`src/rtl/trc_pkg.sv`:
```
package trc_pkg;

  // decoding mode codes, units digit of the terminal command mode setting
  localparam logic [3:0] MODE_TWO_LINE_1 = 4'h0;
  localparam logic [3:0] MODE_TWO_LINE_2 = 4'h1;
  localparam logic [3:0] MODE_THREE_LINE_1 = 4'h2;
  localparam logic [3:0] MODE_THREE_LINE_2 = 4'h3;
  localparam logic [3:0] MODE_TWO_LINE_PRIO = 4'h4;
  localparam logic [3:0] MODE_THREE_LINE_3 = 4'h5;

  // terminal bit positions inside the synchronised vector
  localparam int TERM_FIRST = 0;
  localparam int TERM_SECOND = 1;
  localparam int TERM_ENABLE = 2;
  localparam int TERM_COUNT = 3;

  // reset values
  localparam logic [2:0] SYNC_RESET = 3'h0;
  // previous samples start high so a terminal must be seen low before it can rise
  localparam logic [2:0] PREV_RESET = 3'h7;
  localparam logic [3:0] MODE_RESET = 4'h0;

  // flip-flop stages from a pin to the synchronised vector
  localparam int SYNC_STAGES = 2;

  typedef enum logic [1:0] {
    TRC_STOP = 2'b00,
    TRC_FORWARD = 2'b01,
    TRC_REVERSE = 2'b10
  } trc_run_e;

endpackage

```
`src/rtl/trc_sync.sv`:
```
`timescale 1ns/1ps
`default_nettype none

module trc_sync (
  input wire logic clk,
  input wire logic reset_n,
  input wire logic [2:0] pin_in,
  output logic [2:0] pin_sync
);

  logic [2:0] stage_one;

  // two flip-flops per terminal; stage_one feeds only the second flop
  genvar i;
  generate
    for (i = 0; i < trc_pkg::TERM_COUNT; i = i + 1) begin : g_bit
      always_ff @(posedge clk or negedge reset_n) begin
        if (!reset_n) begin
          stage_one[i] <= trc_pkg::SYNC_RESET[i];
          pin_sync[i] <= trc_pkg::SYNC_RESET[i];
        end else begin
          stage_one[i] <= pin_in[i];
          pin_sync[i] <= stage_one[i];
        end
      end
    end
  endgenerate

endmodule

`default_nettype wire

```
`src/rtl/trc_decoder.sv`:
```
// Summary of operation
// units digit of mode setting picks one of six decoding modes, codes 0 to 5.
// mode 2: first terminal edge runs forward, second edge reverse; latest edge wins.
// mode 2: first and second terminals are edge inputs, enable is a level.
// any three-line mode: enable low forces stop whatever the other terminals do.
// outside party raises enable before any run edge; edges without enable are ignored.
// mode 3: first terminal edge runs; second terminal level gives direction, high reverse.
// mode 3: only first terminal edge-triggered; direction and enable are levels.
// mode 4: levels decode stop/forward/reverse; with both on, the earlier one holds.
// mode 4: both command terminals are sampled as levels, not edges.
// mode 5: edges start forward or reverse; edge ignored while the other is asserted.
// terminals synchronised; rise is low sample then high sample; reset gives stop.
`timescale 1ns/1ps
`default_nettype none

module trc_decoder (
  input wire logic clk,
  input wire logic reset_n,
  input wire logic first_command_terminal,
  input wire logic second_command_terminal,
  input wire logic enable_terminal,
  input wire logic [3:0] terminal_command_mode_setting,
  output logic forward_run_command,
  output logic reverse_run_command
);

  logic [2:0] term_sync;
  logic [2:0] term_prev;
  logic [2:0] term_rise;
  logic [3:0] mode;
  logic first_lvl;
  logic second_lvl;
  logic enable_lvl;
  logic first_rise;
  logic second_rise;
  trc_pkg::trc_run_e run_state;
  trc_pkg::trc_run_e next_run_state;
  trc_pkg::trc_run_e next_two_line_1;
  trc_pkg::trc_run_e next_two_line_2;
  trc_pkg::trc_run_e next_three_line_1;
  trc_pkg::trc_run_e next_three_line_2;
  trc_pkg::trc_run_e next_two_line_prio;
  trc_pkg::trc_run_e next_three_line_3;
  logic three_line_mode;
  logic mode_changed;
  logic [1:0] warm_cnt;
  logic sync_ready;

  // synchronise terminals
  trc_sync u_sync (
    .clk(clk),
    .reset_n(reset_n),
    .pin_in({enable_terminal, second_command_terminal, first_command_terminal}),
    .pin_sync(term_sync)
  );

  // history held at all-ones until the synchroniser carries real samples
  always_ff @(posedge clk or negedge reset_n) begin
    if (!reset_n) begin
      warm_cnt <= 2'h0;
    end else if (!sync_ready) begin
      warm_cnt <= warm_cnt + 2'h1;
    end
  end

  assign sync_ready = warm_cnt == 2'(trc_pkg::SYNC_STAGES);

  always_ff @(posedge clk or negedge reset_n) begin
    if (!reset_n) begin
      term_prev <= trc_pkg::PREV_RESET;
    end else if (!sync_ready) begin
      term_prev <= trc_pkg::PREV_RESET;
    end else begin
      term_prev <= term_sync;
    end
  end

  // rising edge detect
  assign term_rise = term_sync & ~term_prev;

  assign first_lvl = term_sync[trc_pkg::TERM_FIRST];
  assign second_lvl = term_sync[trc_pkg::TERM_SECOND];
  assign enable_lvl = term_sync[trc_pkg::TERM_ENABLE];
  assign first_rise = term_rise[trc_pkg::TERM_FIRST];
  assign second_rise = term_rise[trc_pkg::TERM_SECOND];

  // mode change forces stop for one cycle; edge modes 2, 3 and 5 then stay stopped until a new edge
  always_ff @(posedge clk or negedge reset_n) begin
    if (!reset_n) begin
      mode <= trc_pkg::MODE_RESET;
    end else begin
      mode <= terminal_command_mode_setting;
    end
  end

  // setting differs from the registered copy
  assign mode_changed = terminal_command_mode_setting != mode;

  // modes that carry an enable terminal
  always_comb begin
    three_line_mode = 1'b0;
    if (terminal_command_mode_setting == trc_pkg::MODE_THREE_LINE_1) begin
      three_line_mode = 1'b1;
    end else if (terminal_command_mode_setting == trc_pkg::MODE_THREE_LINE_2) begin
      three_line_mode = 1'b1;
    end else if (terminal_command_mode_setting == trc_pkg::MODE_THREE_LINE_3) begin
      three_line_mode = 1'b1;
    end
  end

  // two-line mode 1: both or neither terminal stops
  always_comb begin
    next_two_line_1 = trc_pkg::TRC_STOP;
    if (first_lvl && !second_lvl) begin
      next_two_line_1 = trc_pkg::TRC_FORWARD;
    end else if (!first_lvl && second_lvl) begin
      next_two_line_1 = trc_pkg::TRC_REVERSE;
    end
  end

  // two-line mode 2: first terminal runs, second picks reverse
  always_comb begin
    next_two_line_2 = trc_pkg::TRC_STOP;
    if (first_lvl && second_lvl) begin
      next_two_line_2 = trc_pkg::TRC_REVERSE;
    end else if (first_lvl) begin
      next_two_line_2 = trc_pkg::TRC_FORWARD;
    end
  end

  // latest edge sets direction; simultaneous edges hold
  always_comb begin
    next_three_line_1 = run_state;
    if (first_rise && !second_rise) begin
      next_three_line_1 = trc_pkg::TRC_FORWARD;
    end else if (second_rise && !first_rise) begin
      next_three_line_1 = trc_pkg::TRC_REVERSE;
    end
  end

  // edge runs, level steers
  always_comb begin
    next_three_line_2 = run_state;
    if (first_rise || run_state != trc_pkg::TRC_STOP) begin
      next_three_line_2 = second_lvl ? trc_pkg::TRC_REVERSE : trc_pkg::TRC_FORWARD;
    end
  end

  // level decode, earlier terminal keeps priority
  always_comb begin
    next_two_line_prio = run_state;
    if (first_lvl && !second_lvl) begin
      next_two_line_prio = trc_pkg::TRC_FORWARD;
    end else if (!first_lvl && second_lvl) begin
      next_two_line_prio = trc_pkg::TRC_REVERSE;
    end else if (!first_lvl && !second_lvl) begin
      next_two_line_prio = trc_pkg::TRC_STOP;
    end
  end

  // edge locked out while other terminal held
  always_comb begin
    next_three_line_3 = run_state;
    if (first_rise && !second_lvl) begin
      next_three_line_3 = trc_pkg::TRC_FORWARD;
    end else if (second_rise && !first_lvl) begin
      next_three_line_3 = trc_pkg::TRC_REVERSE;
    end
  end

  always_comb begin
    next_run_state = trc_pkg::TRC_STOP;
    // mode select
    case (terminal_command_mode_setting)
      trc_pkg::MODE_TWO_LINE_1: begin
        next_run_state = next_two_line_1;
      end
      trc_pkg::MODE_TWO_LINE_2: begin
        next_run_state = next_two_line_2;
      end
      trc_pkg::MODE_THREE_LINE_1: begin
        next_run_state = next_three_line_1;
      end
      trc_pkg::MODE_THREE_LINE_2: begin
        next_run_state = next_three_line_2;
      end
      trc_pkg::MODE_TWO_LINE_PRIO: begin
        next_run_state = next_two_line_prio;
      end
      trc_pkg::MODE_THREE_LINE_3: begin
        next_run_state = next_three_line_3;
      end
      default: begin
        next_run_state = trc_pkg::TRC_STOP;
      end
    endcase
    // enable low stops
    if (three_line_mode && !enable_lvl) begin
      next_run_state = trc_pkg::TRC_STOP;
    end
    if (mode_changed) begin
      next_run_state = trc_pkg::TRC_STOP;
    end
  end

  // reset to stop
  always_ff @(posedge clk or negedge reset_n) begin
    if (!reset_n) begin
      run_state <= trc_pkg::TRC_STOP;
    end else begin
      run_state <= next_run_state;
    end
  end

  // outputs from flops, never both high
  always_ff @(posedge clk or negedge reset_n) begin
    if (!reset_n) begin
      forward_run_command <= 1'b0;
      reverse_run_command <= 1'b0;
    end else begin
      forward_run_command <= next_run_state == trc_pkg::TRC_FORWARD;
      reverse_run_command <= next_run_state == trc_pkg::TRC_REVERSE;
    end
  end

endmodule

`default_nettype wire

```
`config.mk`:
```
export PLATFORM = sky130hd
export DESIGN_NAME = trc_decoder
export DESIGN_NICKNAME = d
export VERILOG_FILES = /design/src/rtl/trc_pkg.sv /design/src/rtl/trc_sync.sv /design/src/rtl/trc_decoder.sv
export SDC_FILE = /design/constraint.sdc
export NUM_CORES = 1
export LEC_CHECK = 0
export BUFFER_PORTS_ARGS = -buffer_cell sky130_fd_sc_hd__buf_2
export CAP_MARGIN = 20
export CORE_MARGIN = 2
export CORE_UTILIZATION = 57
export DETAILED_ROUTE_END_ITERATION = 12
export PLACE_DENSITY = 0.8
export SYNTH_ARGS = -nofsm -noshare
export SYNTH_HDL_FRONTEND = slang
export SYNTH_SLANG_ARGS = --single-unit
```
`constraint.sdc`:
```
create_clock -name clk -period 4.3 [get_ports clk]
set_clock_uncertainty 0.05 [all_clocks]
set_input_delay 0.43 -clock clk [delete_from_list [all_inputs] [get_ports clk]]
set_output_delay 0.43 -clock clk [all_outputs]
set_load 0.01 [all_outputs]
```
==> metrics.yaml <==
outcome: "completed"
ys_types: 32
start_util_pct: 60.8
reg2reg_depth: 5
syn_to_final_growth_pct: 12.7
grt_pass1_wl_mm: 2.18
maxCapViolCount: 0
synth_edf_count: 0
gp_congestion: 0.762
critPathMaxFanout: 7
cp_data_required_time_ns: 4.48
first_iter_violations: 11
antenna_found_initial: 0
worst_ep_arrival_time_ns: 1.81
fill_cells: 99
setup_viol: 0
slew_headroom_pct: 69.8
cts_buffers: 3
grt_util_all_layers_pct: 20.9
worst_hold_path.endpoint: "u_sync.stage_one[0]$_DFF_PN0_"
diodes: 0
vdd_ir_drop_max_uv: 273
power_density_nw_per_um2: 350
max_stage_delay_ns: 0.47
r2r_slack_ns: 2.67
worstPathCellList: "nor2b_4 > o311ai_1 > o32ai_1 > a21oi_1 > and2_1"
synth_seq_cells: 18
synthMuxAreaShare_pct: 0
clk_pin_slew_ns: 0.10
grt_overflow: 0
critPathCaptureType: "register"
fp.dieH_um: 41.0
viasPerCell: 5.75
fmax_mhz: 613
r2r_start: "u_sync.pin_sync[0]$_DFF_PN0_"
finalCritPeriodShare_pct: 38.0
synthArstFlopShare_pct: 100
worstHoldStart: "first_command_terminal"
hold_slack_ns: 0.193
synth_top_family_by_area: "simple AND/OR/NAND/NOR gates"
ys_seq_area_share_pct: 58.0
synth_cells: 67
syn_area_um2: 781
slew_viol_final: 0
post_cts_resized: 0
layout-drive-gt1-share_pct: 23.8
critPathBufInv: 0
synth_ff_type: "dfrtp_1"
worstSetupStartpointType: "register"
crit_family: "compound AO/OA/AOI/OAI gates"
final_common_cell: "dfrtp_1"
finalHoldViolations: 0
root_buffer: "clkbuf_4"
synthSimpleGateAreaFrac_pct: 16.2
drc_errors: 0
worstSetupPathType: "register to register"
antenna_left: 0
synth-xor-area-share_pct: 5.61
rsz0062_at_grt: "no"
rows: 13
drt_first_pass_iters: 4
die-width_um: 41.0
hold_depth: 1
syn_area_per_cell_um2: 11.7
post-cts-setup-buffers: 0
cp_slowest_cell: "dfrtp_1"
wire_per_inst_um: 14.2
clk_latency_ns: 0.28
totalWireLength_mm: 1.35
num_io_pins: 11
design.core.area_um2: 1280
vias: 546
yosysWarnings: 0
hold_buffers: 1
first_global_vias: 521
layout_common_cells: "dfrtp_1 (16), buf_2 (10), nand2_1 (6)"
clkSinkCount: 18
synth_nets: 77
design.die.area_um2: 1680
reg2reg_to: "reverse_run_command$_DFF_PN0_"
htreeDepth: 1
totalNegativeSetupSlack_ns: 0
num-nets-final: 91
place_hpwl_um: 990
p_leak_uw: 0.000392
cts_buffer_depth: 2
synth_compound_area_share_pct: 16.0
timing.final.crit_period_ns: 1.63
cts_tree: "yes"
synthAdderAreaFrac_pct: 1.60
io_buffers: 10
tightest_slew_ns: 0.449
grt_max_degree: 19
hold_path_class: "input pin to register"
[where the power goes]
group / switching [uW] / internal (uW) / leakage, uW / total [uW]
Clock: 50.0 / 51.5 / 0.0000210 / 101
Sequential: 4.19 / 176 / 0.000216 / 180
Combinational: 15.3 / 10.7 / 0.000154 / 26.0
Total: 69.4 / 238 / 0.000392 / 307
[synth_stat cells, types with 2 or more instances]
cell      instances  share of area (%)
a211oi_1          2                1.9
a21oi_1           3                1.9
dfrtp_1          16                 51
dfstp_2           2                6.7
nand2_1           6                2.9
nand2b_1          4                3.2
nand3_1           2                1.3
nor2_1            3                1.4
o21a_1            2                1.9
o21ai_0           2                1.3
xor2_1            4                4.5
[cell families after synthesis]
kind of cell	after synthesis
simple gates	22
compound gates	18
flops	18
xor+xnor	5
buf+inv	3
fa+ha+maj	1
[per-stage QoR]
step / worst slack (ns) / instance area (um^2) / power (uW) / instances / util, %
after floorplan: 2.77 / 781 / 198 / 67 / -
after global placement: 2.64 / 833 / 207 / 90 / 64.8
after detailed placement: 2.61 / 833 / 208 / 90 / 64.8
after CTS: 2.70 / 880 / 311 / 95 / 68.5
after global routing: 2.49 / 880 / 324 / 95 / 68.5
final: 2.67 / 880 / 307 / 95 / 68.5
[state kept, by name, indices dropped and copies added, names as in the netlist]
name,cells
reverse_run_command,1
term_prev,2
forward_run_command,1
warm_cnt,2
u_sync.stage_one,3
mode,4
u_sync.pin_sync,3
run_state,2
[how the worst max path moves through the flow]
stage | to | slack (ns) | cells after the start | start
finish | reverse_run_command$_DFF_PN0_ | 2.67 | 5 | u_sync.pin_sync[0]$_DFF_PN0_
global route | forward_run_command$_DFF_PN0_ | 2.49 | 5 | u_sync.pin_sync[0]$_DFF_PN0_
CTS | reverse_run_command$_DFF_PN0_ | 2.70 | 5 | u_sync.pin_sync[0]$_DFF_PN0_
detailed placement | reverse_run_command$_DFF_PN0_ | 2.61 | 6 | terminal_command_mode_setting[2]
global placement | reverse_run_command$_DFF_PN0_ | 2.64 | 6 | terminal_command_mode_setting[0]
floorplan | reverse_run_command$_DFF_PN0_ | 2.77 | 6 | terminal_command_mode_setting[0]
[metal layers]
metal | vias to the layer above | GRT usage (%) | routed length (um)
li1 | 264 | - | -
met1 | 273 | 23.3 | 580
met2 | 7 | 36.7 | 727
met3 | 2 | 4.89 | 28
met4 | 0 | 10.0 | 12
met5 | - | 0 | 0
[area by class of cell]
type	count	area, um^2	area share (%)
Sequential cell	18	453	51.5
Multi-Input combinational cell	46	308	35.0
Timing Repair Buffer	11	60.1	6.83
Clock buffer	4	36.3	4.13
Tap cell	15	18.8	2.13
Inverter	1	3.75	0.427
Power figures use the tool's default switching activity.
